$ cat src/design/bus_watch_cfg.svh
// Offsets, widths and reset values of the bus-watch comparators
`ifndef BUS_WATCH_CFG_SVH
`define BUS_WATCH_CFG_SVH

`define BUS_ADDR_W       18
`define BUS_DATA_W       16
`define REG_ADDR_W       8
`define REG_DATA_W       32

`define OFS_REF_ADDR_A   8'h00
`define OFS_REF_ADDR_B   8'h04
`define OFS_REF_ADDR_C   8'h08
`define OFS_CTRL_A       8'h0c
`define OFS_CTRL_B       8'h10
`define OFS_CTRL_C       8'h14
`define OFS_DATA_CMP     8'h18
`define OFS_DATA_MASK    8'h1c
`define OFS_RANGE_CFG    8'h20
`define OFS_MATCH_STAT   8'h24

`define CTRL_W           7
`define RANGE_W          3

`define RST_REF_ADDR     18'h00000
`define RST_CTRL         7'h00
`define RST_DATA         16'h0000
`define RST_RANGE        3'h0
`define RST_MATCH        3'h0
`define RST_RD_DATA      32'h00000000

`endif

$ cat src/design/bus_watch_pkg.sv
// Types shared by the bus-watch comparator design
package bus_watch_pkg;
`include "bus_watch_cfg.svh"

  // Control word of one comparator, msb first
  typedef struct packed {
    logic data_not_equal_select;
    logic size_qualify_enable;
    logic size_select;
    logic direction_qualify_enable;
    logic direction_select;
    logic breakpoint_on_match;
    logic opcode_qualify_select;
  } chan_ctrl_t;

  typedef struct packed {
    logic range_outside_select;
    logic range_high_enable;
    logic range_low_enable;
  } range_cfg_t;

  typedef struct packed {
    logic [2:0][`BUS_ADDR_W-1:0] ref_addr;
    chan_ctrl_t [2:0]            ctrl;
    logic [`BUS_DATA_W-1:0]      data_cmp;
    logic [`BUS_DATA_W-1:0]      data_mask;
    range_cfg_t                  range_cfg;
    logic [`REG_DATA_W-1:0]      rd_data;
    logic [2:0]                  force_match;
    logic [2:0]                  tag_match;
    logic [2:0]                  break_req;
  } watch_state_t;

endpackage

$ cat src/design/bus_watch.sv
// Bus-watch comparators A, B and C with range pairing and register port
//
// The strobed register port and the placing of the registers were decided locally.
`include "bus_watch_cfg.svh"
module bus_watch
  import bus_watch_pkg::*;
(
  input  wire logic                   i_clk_sys,
  input  wire logic                   i_reset,
  input  wire logic                   i_clk_en,
  input  wire logic [`REG_ADDR_W-1:0] i_reg_addr,
  input  wire logic [`REG_DATA_W-1:0] i_reg_wdata,
  input  wire logic                   i_reg_wr,
  input  wire logic                   i_reg_rd,
  output logic      [`REG_DATA_W-1:0] o_reg_rdata,
  input  wire logic                   i_bus_valid,
  input  wire logic [`BUS_ADDR_W-1:0] i_bus_addr,
  input  wire logic [`BUS_DATA_W-1:0] i_bus_data,
  input  wire logic                   i_bus_rnw,
  input  wire logic                   i_bus_byte,
  input  wire logic                   i_background_debug_state,
  input  wire logic                   i_background_debug_access,
  output logic      [2:0]             o_force_match,
  output logic      [2:0]             o_tag_match,
  output logic      [2:0]             o_break_req
);

  watch_state_t st;
  watch_state_t next_st;

  logic [2:0] eq;
  logic [2:0] below;
  logic [2:0] above;
  logic [2:0] below_word;
  logic [2:0] above_word;
  logic [2:0] dir_ok;
  logic [2:0] size_ok;
  logic [2:0] single_hit;
  logic       data_ok;
  logic       range_on;
  logic       range_in;
  logic       range_out;
  logic       range_hit;
  logic       bus_live;
  logic [2:0] hit;

  ////////////////////////////////////////////////////////////////////////////
  // Comparator channels
  generate
    for (genvar g = 0; g < 3; g++) begin : g_chan
      addr_comparator #(
        .HAS_SIZE (g < 2)
      ) u_cmp (
        .i_ref_addr   (st.ref_addr[g]),
        .i_bus_addr   (i_bus_addr),
        .i_ctrl       (st.ctrl[g]),
        .i_bus_rnw    (i_bus_rnw),
        .i_bus_byte   (i_bus_byte),
        .o_eq         (eq[g]),
        .o_below      (below[g]),
        .o_above      (above[g]),
        .o_below_word (below_word[g]),
        .o_above_word (above_word[g]),
        .o_dir_ok     (dir_ok[g]),
        .o_size_ok    (size_ok[g])
      );
      // Tagged match: exact opcode address, qualifiers ignored
      if (g == 0) begin : g_data
        assign single_hit[g] = eq[g] && (st.ctrl[g].opcode_qualify_select ||
                               (dir_ok[g] && size_ok[g] && data_ok));
      end else begin : g_plain
        assign single_hit[g] = eq[g] && (st.ctrl[g].opcode_qualify_select ||
                               (dir_ok[g] && size_ok[g]));
      end
    end
  endgenerate

  ////////////////////////////////////////////////////////////////////////////
  // Data compare: bus[15:8] is the lower-address byte against the high value
  logic [`BUS_DATA_W-1:0] data_diff;
  assign data_diff = (i_bus_data ^ st.data_cmp) & st.data_mask;
  // Byte accesses with an unqualified size may hit by accident on the low half
  assign data_ok = st.ctrl[0].data_not_equal_select ? (data_diff != `RST_DATA)
                                                    : (data_diff == `RST_DATA);

  ////////////////////////////////////////////////////////////////////////////
  // Range pairing: only both enables together turn it on
  assign range_on  = st.range_cfg.range_low_enable && st.range_cfg.range_high_enable;
  assign range_in  = st.ctrl[0].opcode_qualify_select ?
                     (!below_word[0] && !above_word[1]) : (!below[0] && !above[1]);
  assign range_out = st.ctrl[0].opcode_qualify_select ?
                     (below_word[0] || above_word[1]) : (below[0] || above[1]);
  // A's data and direction qualify unless A is tagged; sizes and all of B's bits are ignored
  assign range_hit = (st.range_cfg.range_outside_select ? range_out : range_in) &&
                     (st.ctrl[0].opcode_qualify_select || (dir_ok[0] && data_ok));

  assign bus_live = i_bus_valid && !i_background_debug_state && !i_background_debug_access;

  always_comb begin
    hit[0] = bus_live && (range_on ? range_hit : single_hit[0]);
    hit[1] = bus_live && !range_on && single_hit[1];
    hit[2] = bus_live && single_hit[2];
  end

  ////////////////////////////////////////////////////////////////////////////
  // Next-state logic
  always_comb begin
    next_st = st;
    next_st.rd_data = `RST_RD_DATA;
    if (i_reg_wr) begin
      case (i_reg_addr)
        `OFS_REF_ADDR_A: begin
          next_st.ref_addr[0] = i_reg_wdata[`BUS_ADDR_W-1:0];
        end
        `OFS_REF_ADDR_B: begin
          next_st.ref_addr[1] = i_reg_wdata[`BUS_ADDR_W-1:0];
        end
        `OFS_REF_ADDR_C: begin
          next_st.ref_addr[2] = i_reg_wdata[`BUS_ADDR_W-1:0];
        end
        `OFS_CTRL_A: begin
          next_st.ctrl[0] = i_reg_wdata[`CTRL_W-1:0];
        end
        `OFS_CTRL_B: begin
          next_st.ctrl[1] = i_reg_wdata[`CTRL_W-1:0];
        end
        `OFS_CTRL_C: begin
          next_st.ctrl[2] = i_reg_wdata[`CTRL_W-1:0];
        end
        `OFS_DATA_CMP: begin
          next_st.data_cmp = i_reg_wdata[`BUS_DATA_W-1:0];
        end
        `OFS_DATA_MASK: begin
          next_st.data_mask = i_reg_wdata[`BUS_DATA_W-1:0];
        end
        `OFS_RANGE_CFG: begin
          next_st.range_cfg = i_reg_wdata[`RANGE_W-1:0];
        end
        default: begin
        end
      endcase
    end
    if (i_reg_rd) begin
      case (i_reg_addr)
        `OFS_REF_ADDR_A: next_st.rd_data = {14'h0000, st.ref_addr[0]};
        `OFS_REF_ADDR_B: next_st.rd_data = {14'h0000, st.ref_addr[1]};
        `OFS_REF_ADDR_C: next_st.rd_data = {14'h0000, st.ref_addr[2]};
        `OFS_CTRL_A:     next_st.rd_data = {25'h0000000, st.ctrl[0]};
        `OFS_CTRL_B:     next_st.rd_data = {25'h0000000, st.ctrl[1]};
        `OFS_CTRL_C:     next_st.rd_data = {25'h0000000, st.ctrl[2]};
        `OFS_DATA_CMP:   next_st.rd_data = {16'h0000, st.data_cmp};
        `OFS_DATA_MASK:  next_st.rd_data = {16'h0000, st.data_mask};
        `OFS_RANGE_CFG:  next_st.rd_data = {29'h00000000, st.range_cfg};
        `OFS_MATCH_STAT: next_st.rd_data = {23'h000000, st.break_req, st.tag_match, st.force_match};
        default:         next_st.rd_data = `RST_RD_DATA;
      endcase
    end
    // Mode bit routes each hit to forced or tagged output
    for (int c = 0; c < 3; c++) begin
      next_st.force_match[c] = hit[c] && !st.ctrl[c].opcode_qualify_select;
      next_st.tag_match[c]   = hit[c] && st.ctrl[c].opcode_qualify_select;
      next_st.break_req[c]   = hit[c] && st.ctrl[c].breakpoint_on_match;
    end
  end

  ////////////////////////////////////////////////////////////////////////////
  always_ff @(posedge i_clk_sys) begin
    if (i_reset) begin
      st.ref_addr    <= {3{`RST_REF_ADDR}};
      st.ctrl        <= {3{`RST_CTRL}};
      st.data_cmp    <= `RST_DATA;
      st.data_mask   <= `RST_DATA;
      st.range_cfg   <= `RST_RANGE;
      st.rd_data     <= `RST_RD_DATA;
      st.force_match <= `RST_MATCH;
      st.tag_match   <= `RST_MATCH;
      st.break_req   <= `RST_MATCH;
    end else if (i_clk_en) begin
      st <= next_st;
    end
  end

  assign o_reg_rdata   = st.rd_data;
  assign o_force_match = st.force_match;
  assign o_tag_match   = st.tag_match;
  assign o_break_req   = st.break_req;

  logic [`BUS_ADDR_W-1:0] addr_lo;
  logic [`BUS_ADDR_W-1:0] addr_hi;
  assign addr_lo = st.ref_addr[0];
  assign addr_hi = st.ref_addr[1];
endmodule

$ cat src/design/addr_comparator.sv
// One address comparator: exact, word-level and ordering compares plus access qualifiers
`include "bus_watch_cfg.svh"
module addr_comparator
  import bus_watch_pkg::*;
#(
  parameter bit HAS_SIZE = 1'b1
) (
  input  wire logic [`BUS_ADDR_W-1:0] i_ref_addr,
  input  wire logic [`BUS_ADDR_W-1:0] i_bus_addr,
  input  wire chan_ctrl_t             i_ctrl,
  input  wire logic                   i_bus_rnw,
  input  wire logic                   i_bus_byte,
  output logic                        o_eq,
  output logic                        o_below,
  output logic                        o_above,
  output logic                        o_below_word,
  output logic                        o_above_word,
  output logic                        o_dir_ok,
  output logic                        o_size_ok
);

  ////////////////////////////////////////////////////////////////////////////
  // Exact compare only; a word at n-1 never hits n
  assign o_eq         = (i_bus_addr == i_ref_addr);
  assign o_below      = (i_bus_addr < i_ref_addr);
  assign o_above      = (i_bus_addr > i_ref_addr);
  // Tagged ranges resolve only to word boundaries
  assign o_below_word = (i_bus_addr[`BUS_ADDR_W-1:1] < i_ref_addr[`BUS_ADDR_W-1:1]);
  assign o_above_word = (i_bus_addr[`BUS_ADDR_W-1:1] > i_ref_addr[`BUS_ADDR_W-1:1]);

  ////////////////////////////////////////////////////////////////////////////
  assign o_dir_ok  = !i_ctrl.direction_qualify_enable ||
                     (i_ctrl.direction_select == i_bus_rnw);
  // Channel without size controls always accepts any size
  assign o_size_ok = !HAS_SIZE || !i_ctrl.size_qualify_enable ||
                     (i_ctrl.size_select == i_bus_byte);

endmodule

$ cat config.mk
export PLATFORM = sky130hd
export DESIGN_NAME = bus_watch
export DESIGN_NICKNAME = d
export VERILOG_FILES = /design/src/design/bus_watch_pkg.sv /design/src/design/bus_watch.sv /design/src/design/addr_comparator.sv
export VERILOG_INCLUDE_DIRS = /design/src /design/src/design
export SDC_FILE = /design/constraint.sdc
export NUM_CORES = 1
export LEC_CHECK = 0
export ABC_AREA = 1
export BUFFER_PORTS_ARGS = -buffer_cell sky130_fd_sc_hd__buf_4
export CORE_UTILIZATION = 45
export CTS_BUF_LIST = sky130_fd_sc_hd__clkbuf_16
export DETAILED_ROUTE_END_ITERATION = 7
export PLACE_DENSITY = 0.75
export RECOVER_POWER = 100
export SETUP_SLACK_MARGIN = 0.15
export SYNTH_ARGS = -nofsm -noshare
export SYNTH_HDL_FRONTEND = slang
export SYNTH_SLANG_ARGS = --single-unit
$ cat constraint.sdc
create_clock -name i_clk_sys -period 2.75 [get_ports i_clk_sys]
set_clock_uncertainty 0.15 [all_clocks]
set_input_delay 0.275 -clock i_clk_sys [delete_from_list [all_inputs] [get_ports i_clk_sys]]
set_output_delay 0.275 -clock i_clk_sys [all_outputs]
set_load 0.005 [all_outputs]
# Yosys cells after proc, flatten, opt, wreduce, memory -nomap -nowiden
# Index checks and enable logic that the tools add are counted.
[totals]
output_inout_bits = 41
memories = 0
romBits = 0
ramBits = 0
regBits = 151
latchBits = 0
elab_cells = 127
[classes]
div = 0
muxes = 7
n_bitwise = 2
multipliers = 0
magnitude_cmp = 4
add_sub_neg = 0
shifts = 0
eq_ne = 17
n_reduce_logical = 64
[op_table]
columns = ["cell", "n"]
rows = [
  ["$pmux W18 S10", 1],
  ["$eq A18 B18 Y1", 3],
  ["$eq A8 B5 Y1 const B", 4],
  ["$reduce_and A3 Y1", 9],
  ["$logic_and A1 B1 Y1", 26],
  ["$gt A18 B18 Y1", 1],
  ["$lt A18 B18 Y1", 1],
  ["$mux W18", 1],
  ["$gt A17 B17 Y1", 1],
  ["$lt A17 B17 Y1", 1],
  ["$and A16 B16 Y16", 1],
  ["$eq A8 B4 Y1 const B", 2],
  ["$eq A8 B6 Y1 const B", 2],
  ["$logic_not A16 Y1", 1],
  ["$reduce_bool A16 Y1", 1],
  ["$xor A16 B16 Y16", 1],
  ["$logic_not A1 Y1", 15],
  ["$logic_or A1 B1 Y1", 11],
  ["$eq A8 B3 Y1 const B", 1],
  ["$logic_not A8 Y1", 1],
  ["$eq A1 B1 Y1", 5],
  ["$mux W1", 5],
]

# Logic depth before layout (Yosys ltp)
# Gate-level depths: netlist of run 1.
[logic_depth]
ltp_word = 10
depth_mapped = 19
mapped_depth_nobuf = 19

# Cells and area by module
# Synthesis of run 1 repeated with hierarchy kept, for this count alone.
[unflattened]
cells_unflattened = 1250
hier_area_um2 = 8232.9
[modules_own_cells]
columns = ["mod", "instances", "cells_each", "area_per_inst_um2"]
rows = [
  ["bus_watch", 1, 940, 6413.7],
  ["addr_comparator (g_chan[0].u_cmp ...)", 2, 103, 600.6],
  ["addr_comparator (g_chan[2].u_cmp)", 1, 104, 618.1],
]

# Worst setup path after synthesis of run 1
# Ideal clock, no wire load.
[synth_path]
kind = "register to register"
startpoint = "register st (netlist bit addr_hi[9])"
endpoint = "register st (netlist bit o_break_req[0])"
arrival_time_ns = 1.700
path_stages_with_launch = 17
n_path_buf = 0
setup_slack_ns = 0.830
cell_sequence = "dfxtp_1 inv_1 ha_1 nand2_1 nor2_1 nand4_1 nor2_1 nand2_1 nand3_1 nand2_1 nand2_1 nand2_1 nand2_1 nand3_1 nand2_1 nand3_1 a21oi_1"
[synth_between]
elab_chain_cells = 9
elab_cells_between_ends = 15
classes_between = "order compare (2); mux (4); reduce/logical (9)"
[synth_lines]
columns = ["element", "line", "rtl"]
rows = [
  ["from (decl)", "bus_watch.sv:28", "watch_state_t st;"],
  ["from (signal assigned)", "bus_watch.sv:179", "st <= next_st;"],
  ["$gt A18 B18 Y1 / $gt A17 B17 Y1 (equally long branches)", "addr_comparator.sv:26, addr_comparator.sv:29", ""],
  ["$logic_not A1 Y1", "bus_watch.sv:90", "(!below_word[0] && !above_word[1]) : (!below[0] && !above[1]);"],
  ["$logic_and A1 B1 Y1", "bus_watch.sv:90", ""],
  ["$mux W1", "bus_watch.sv:89", "assign range_in = st.ctrl[0].opcode_qualify_select ?"],
  ["$mux W1 *", "bus_watch.sv:94", "assign range_hit = (st.range_cfg.range_outside_select ? range_out : range_in) &&"],
  ["$logic_and A1 B1 Y1 *", "bus_watch.sv:94", ""],
  ["$mux W1 *", "bus_watch.sv:100", "hit[0] = bus_live && (range_on ? range_hit : single_hit[0]);"],
  ["$logic_and A1 B1 Y1 *", "bus_watch.sv:100", ""],
  ["$logic_and A1 B1 Y1 *", "bus_watch.sv:162", "next_st.break_req[c] = hit[c] && st.ctrl[c].breakpoint_on_match;"],
]
# Every way passes the cells marked *; elsewhere a longest branch is shown, timed or not.
# A chain may end at the register's enable or synchronous reset.

# Worst setup path after layout of run 1
[layout_path]
startpoint = "register st (netlist bit addr_hi[9])"
endpoint = "register st (netlist bit o_tag_match[1])"
[layout_between]
elab_chain_cells = 4
[layout_lines]
columns = ["element", "line", "rtl"]
rows = [
  ["$eq A18 B18 Y1", "addr_comparator.sv:24", "assign o_eq = (i_bus_addr == i_ref_addr);"],
  ["$logic_and A1 B1 Y1", "bus_watch.sv:72", "assign single_hit[g] = eq[g] && (st.ctrl[g].opcode_qualify_select ||"],
  ["$logic_and A1 B1 Y1", "bus_watch.sv:101", "hit[1] = bus_live && !range_on && single_hit[1];"],
  ["$logic_and A1 B1 Y1", "bus_watch.sv:161", "next_st.tag_match[c] = hit[c] && st.ctrl[c].opcode_qualify_select;"],
]
# No other way between the ends.

==> run_results.csv, run 1 <==
group,metric,value,unit
outcome,status,"complete, no violations",
detailed_routing,via_count,7286,
clock_network,cts_root_buffer,"clkbuf_16",
synthesis,synthDistinctLibCells,41,
detailed_routing,ant_nets,0,
detailed_routing,drc_errors,0,
layout,diodes,0,
layout,stdcell_count,1353,
pwr,total_power,4.78,mW
detailed_routing,wl,22400,um
detailed_routing,dr.first_iter.drc_count,681,
layout,area_growth,16.2,%
worst_hold_path,hold_end,"st[145]",
die,row_count,47,
place,gp_congestion,0.917,
clock_network,clkSinkCount,137,
detailed_routing,wl_per_cell,16.6,um
critical_path,start_kind,"flip-flop",
sta,fin_crit_sh,90.1,%
clock_network,htreeDepth,4,
pwr,powerDensity,540,mW/mm^2
synthesis,synth_area,0.00761,mm^2
critical_path,worstReg2RegStart,"addr_hi[9]",
grt,grt_pass1_vias,6670,
grt,grt_max_degree,57,
sta,setup_ws,0.272,ns
clock_network,clk_pin_slew,0.06,ns
synthesis,synth-main-ff-cell,"dfxtp_1",
critical_path,critPathKind,"flip-flop to flip-flop",
worst_hold_path,hold_path.class,"primary input to flip-flop",
clock_network,cts_setup_buffers,0,
synthesis,synth_area_leaders,"dfxtp_1 (36%), nand2_1 (11%), a211oi_1 (8.1%)",
clock_network,clk_path_buf_depth,2,
synthesis,synth-seq-cells,137,
synthesis,async_flop_share,0,%
synthesis,synthTopCellsByCount,"nand2_1 (222), dfxtp_1 (137), inv_1 (132)",
place,portBuffers,96,
critical_path,crit_required,2.96,ns
synthesis,synth_edf_count,0,
grt,grt_use_met1,34.3,%
grt,top_usage_layer,"met2",
critical_path,critPathMaxStageDelay,0.51,ns
sta,setup_viol,0,
layout,fin_nets,1242,
die,initial_utilization,46.1,%
layout,fill_cells,1579,
sta,max_slew_margin,8.76,%
synthesis,synth_seq_area_share,36.0,%
layout,multi_input_area,0.00382,mm^2
critical_path,crit_fanout,4,
clock_network,cts_tree,"done",
synthesis,synth.avg_cell_area,7.15,um^2
pwr,p_leak,3.53,nW
sta,fmax,403,MHz
sta,rsz0062_at_grt,"false",
pwr,ir_drop,0.000450,V
grt,met2_usage,41.1,%
grt,overflow,0,
critical_path,reg2reg_to,"o_tag_match[1]",
critical_path,cpMaxStageDelayCell,"nor4_1",
synthesis,synth_cells,1065,
layout,drive_gt1_share,12.5,%
critical_path,worst-r2r-setup-slack,0.27,ns
synthesis,synth.top_cell.area_share,36.0,%
synthesis,yosys.area.top_type,"dfxtp_1",
critical_path,path_buf_inv,1,
sta,post-route-min-period,2.48,ns
worst_hold_path,hold_depth,3,
sta,timing.final.max_slew_violations,0,
place,placed_cells,1316,
die,fp.dieH,132,um
synthesis,yosysWarningCount,0,
sta,worst_pin_slew,1.37,ns
critical_path,endpoint_kind,"flip-flop",
job,drv_cap,0,
clock_network,insertion_delay,0.43,ns
critical_path,crit_family,"simple AND/OR/NAND/NOR gates",
sta,fin_setup_tns,0,ns
critical_path,critPathArrivalTime,2.68,ns
die,die_x,132,um
critical_path,path_cells,"inv_1 -> ha_1 -> nand2_1 -> nor2_1 -> nand4_1 -> nor2_1 -> nand3_1 -> nor4_1 -> nand3_1 -> a21oi_1",
clock_network,cts_buffers,17,
grt,grt_use_met3,5.84,%
place,dp_hpwl,16200,um
critical_path,rr_worst_depth,10,
grt,grt_pass1_wl,35100,um
synthesis,yosysMostFrequentCell,"nand2_1",
die,ios,125,
layout,seqCellArea,0.00274,mm^2
detailed_routing,routed_via_density,5.39,
worst_hold_path,min_from,"i_reg_wdata[12]",
die,design.die.area,0.0174,mm^2
detailed_routing,drt_first_pass_iters,5,
die,coreArea,0.0165,mm^2
place,pre_cts_slack,0.312,ns
grt,grtUsageTotal,26.1,%
grt,antenna_found_initial,0,
sta,hold_viol_final,0,
-- cell type report --
cell class	count	share of cell area [%]
Clock buffer	17	4.81
Multi-Input combinational cell	709	43.2
Sequential cell	137	31.0
Clock inverter	15	2.33
Timing Repair Buffer	111	9.47
Tap cell	220	3.11
Inverter	144	6.11
-- repair_timing --
action,CTS,global route
gates resized for setup,0,1
endpoints found under the hold margin,5,0
hold buffers,5,0
endpoints found under the setup margin,0,2
-- metal layers --
layer,wire length [um],up-vias
met5,0,-
met4,738,0
met3,2130,55
met2,10000,354
met1,9500,3289
li1,-,3588
-- worst max path at each step --
stage,startpoint,to,depth (start not counted)
after floorplan,addr_hi[9],o_break_req[0],16
after global placement,i_bus_addr[9],o_break_req[1],10
after detailed placement,i_bus_addr[9],o_tag_match[1],10
after CTS,addr_hi[9],o_tag_match[1],10
after global routing,addr_hi[9],o_tag_match[1],10
final,addr_hi[9],o_tag_match[1],10
-- placed cells by master (no fill, tap or decap), types with 21 or more instances in the layout --
| cell type | instances |
|---|---|
| o22ai_1 | 21 |
| nor2_1 | 122 |
| a211oi_1 | 82 |
| inv_1 | 140 |
| nand2_1 | 224 |
| buf_4 | 73 |
| nand3_1 | 39 |
| clkbuf_4 | 26 |
| a21oi_1 | 79 |
| ha_1 | 38 |
| dfxtp_1 | 137 |
-- sequential cells by signal (all words and copies together) (netlist names) --
signal         count
o_force_match      3
o_break_req        3
st                74
o_tag_match        3
o_reg_rdata       18
addr_hi           18
addr_lo           18
-- where the power goes --
part,switching [mW],internal [mW],leakage [nW]
registers,0.00102,1.99,1.10
clock network,0.879,1.59,0.309
logic,0.191,0.127,2.11
total,1.07,3.71,3.53
-- metrics by stage --
stage          instance area [um^2]  utilization, %  hold WS (ns)
2_1_floorplan                  7660               -         0.272
3_3_place_gp                   8230            49.8         0.302
3_5_place_dp                   8230            49.8         0.306
4_1_cts                        8920            54.0       0.00231
5_1_grt                        8850            53.6        0.0209
6_report                       8850            53.6       0.00943
-- tightest hold or removal path, stage by stage --
cell	delay [ns]
buf_4	0.14
nand2_1	0.06
a21oi_1	0.06
-- kinds of logic (layout without fill, tap and decap cells) --
logic type	after synthesis	after routing	share of synthesized area, %
XOR/XNOR	20	20	2.30
AND/OR/NAND/NOR	410	410	22.1
flip-flops	137	137	36.0
AO/OA/AOI/OAI	227	227	19.5
buffers and inverters	232	287	13.8
other	1	14	0.0492
adder cells (fa/ha/maj)	38	38	6.24
No activity file was read; power rests on OpenSTA's default activity.
==> run 2, diff against run 1 <==
--- a/config.mk
+++ b/config.mk
@@ -8,9 +8,11 @@
 export LEC_CHECK = 0
 export ABC_AREA = 1
 export BUFFER_PORTS_ARGS = -buffer_cell sky130_fd_sc_hd__buf_4
+export CORE_ASPECT_RATIO = 1.25
 export CORE_UTILIZATION = 45
 export CTS_BUF_LIST = sky130_fd_sc_hd__clkbuf_16
 export DETAILED_ROUTE_END_ITERATION = 7
+export GPL_TIMING_DRIVEN = 0
 export PLACE_DENSITY = 0.75
 export RECOVER_POWER = 100
 export SETUP_SLACK_MARGIN = 0.15
==> run_results.csv, run 2 (same netlist as run 1, synthesis figures left out) <==
group,metric,value,unit
outcome,status,"complete, no violations",
layout,area_growth,21.4,%
layout,drive_gt1_share,14.9,%
place,portBuffers,87,
clock_network,htreeDepth,4,
place,pre_cts_slack,0.140,ns
critical_path,worstReg2RegStart,"addr_hi[11]",
worst_hold_path,min_from,"i_reg_wdata[8]",
detailed_routing,drt_first_pass_iters,6,
layout,fin_util,56.4,%
sta,hold_viol_final,0,
layout,largest_reg_flops,74,
critical_path,path_cells,"inv_1 -> ha_1 -> nand2_1 -> nor2_1 -> nand2_1 -> nor2_4 -> nand3_2 -> nor4_1 -> nand3_1 -> a21oi_1",
place,gp_congestion,0.972,
layout,diodes,0,
detailed_routing,drc_errors,0,
clock_network,cts_buffers,17,
sta,timing.final.max_slew_violations,0,
worst_hold_path,hold_depth,3,
sta,fin_setup_tns,0,ns
worst_hold_path,hold_end,"st[141]",
clock_network,clkSinkCount,137,
critical_path,reg2reg_to,"o_break_req[1]",
sta,fin_crit_sh,91.2,%
critical_path,endpoint_kind,"flip-flop",
die,die_x,118,um
die,initial_utilization,46.4,%
die,row_count,52,
detailed_routing,routed_via_density,5.47,
job,drv_cap,0,
pwr,total_power,4.82,mW
die,ios,125,
place,placed_area,0.00859,mm^2
critical_path,cp_common_cell,"nand2_1",
layout,fill_cells,1617,
detailed_routing,wl,25700,um
sta,max_slew_margin,47.8,%
clock_network,clk_path_buf_depth,2,
die,fp.dieH,147,um
grt,grt_pass1_wl,39700,um
critical_path,start_kind,"flip-flop",
detailed_routing,wl_per_cell,18.1,um
die,coreArea,0.0164,mm^2
grt,overflow,0,
critical_path,crit_fanout,4,
clock_network,cts_root_buffer,"clkbuf_16",
sta,worst_pin_slew,0.775,ns
critical_path,critPathMaxStageDelay,0.61,ns
layout,final_cell_mix,"nand2_1 (225), inv_1 (139), dfxtp_1 (137)",
layout,top_register,"st",
pwr,ir_drop,0.000417,V
clock_network,insertion_delay,0.43,ns
grt,grt_max_degree,17,
detailed_routing,ant_nets,0,
critical_path,cpMaxStageDelayCell,"nor4_1",
grt,grtUsageTotal,30.1,%
sta,post-route-min-period,2.51,ns
pwr,p_leak,3.74,nW
detailed_routing,via_count,7761,
die,design.die.area,0.0174,mm^2
sta,fmax,399,MHz
place,dp_hpwl,19500,um
layout,layout_commonest_cell,"nand2_1",
critical_path,critPathArrivalTime,2.72,ns
detailed_routing,dr.first_iter.drc_count,690,
grt,antenna_found_initial,0,
critical_path,critPathKind,"flip-flop to flip-flop",
critical_path,path_buf_inv,1,
worst_hold_path,hold_path.class,"primary input to flip-flop",
clock_network,clk_pin_slew,0.06,ns
sta,holdWs,0.0233,ns
critical_path,worst-r2r-setup-slack,0.24,ns
clock_network,cts_tree,"done",
critical_path,crit_family,"simple AND/OR/NAND/NOR gates",
pwr,powerDensity,522,mW/mm^2
layout,fin_nets,1311,
critical_path,rr_worst_depth,10,
sta,setup_ws,0.242,ns
sta,rsz0062_at_grt,"false",
clock_network,cts_setup_buffers,0,
grt,grt_pass1_vias,7431,
critical_path,crit_required,2.96,ns
place,placed_cells,1381,
layout,stdcell_count,1418,
layout,final_cell_area,0.00924,mm^2
sta,setup_viol,0,
-- run 2: cell types whose count changed in the layout (fill, tap and decap cells not counted), sizes merged --
cell      previous run  this run
inv                143       142
clkbuf              49        81
clkinvlp             1         2
buf                 74       111
-- run 2: how the worst max path moves through the flow --
stage	from	to	slack, ns	depth (start not counted)
after floorplan	addr_hi[9]	o_break_req[0]	0.83	16
after global placement	i_bus_addr[11]	o_tag_match[1]	0.17	10
after detailed placement	i_bus_addr[11]	o_break_req[1]	0.14	10
after CTS	addr_hi[11]	o_tag_match[1]	0.16	10
after global routing	addr_hi[9]	o_tag_match[1]	0.10	10
final	addr_hi[11]	o_break_req[1]	0.24	10
-- run 2: routing by layer --
metal	wire length (um)	GRT usage, %	up-vias
met5	0	0	-
met4	2220	25.5	0
met3	1850	5.32	135
met2	11800	49.1	418
met1	9800	34.3	3496
li1	-	-	3712
-- run 2: area by class of cell --
type / count / area (um^2) / share of cell area (%)
flip-flops and latches: 137 / 2740 / 29.7
well taps: 216 / 270 / 2.92
clock inverters: 15 / 206 / 2.23
inverters: 144 / 541 / 5.85
repair buffers: 92 / 703 / 7.61
clock buffers: 17 / 425 / 4.60
multi-input cells: 709 / 3850 / 41.7
plain buffers: 88 / 500 / 5.41
-- run 2: worst min-delay path, delay by kind of cell --
family / cells / cell delay (ns)
compound gates: 1 / 0.06
simple gates: 1 / 0.07
buf+inv: 1 / 0.14
-- run 2: what timing repair did --
action,CTS,global route
hold buffers,5,0
gates resized for setup,0,5
endpoints found under the hold margin,6,0
endpoints found under the setup margin,0,5
-- run 2: power by group --
part           internal [mW]  switching (mW)
sequential              1.99         0.00112
combinational          0.135           0.212
clock                   1.59           0.896
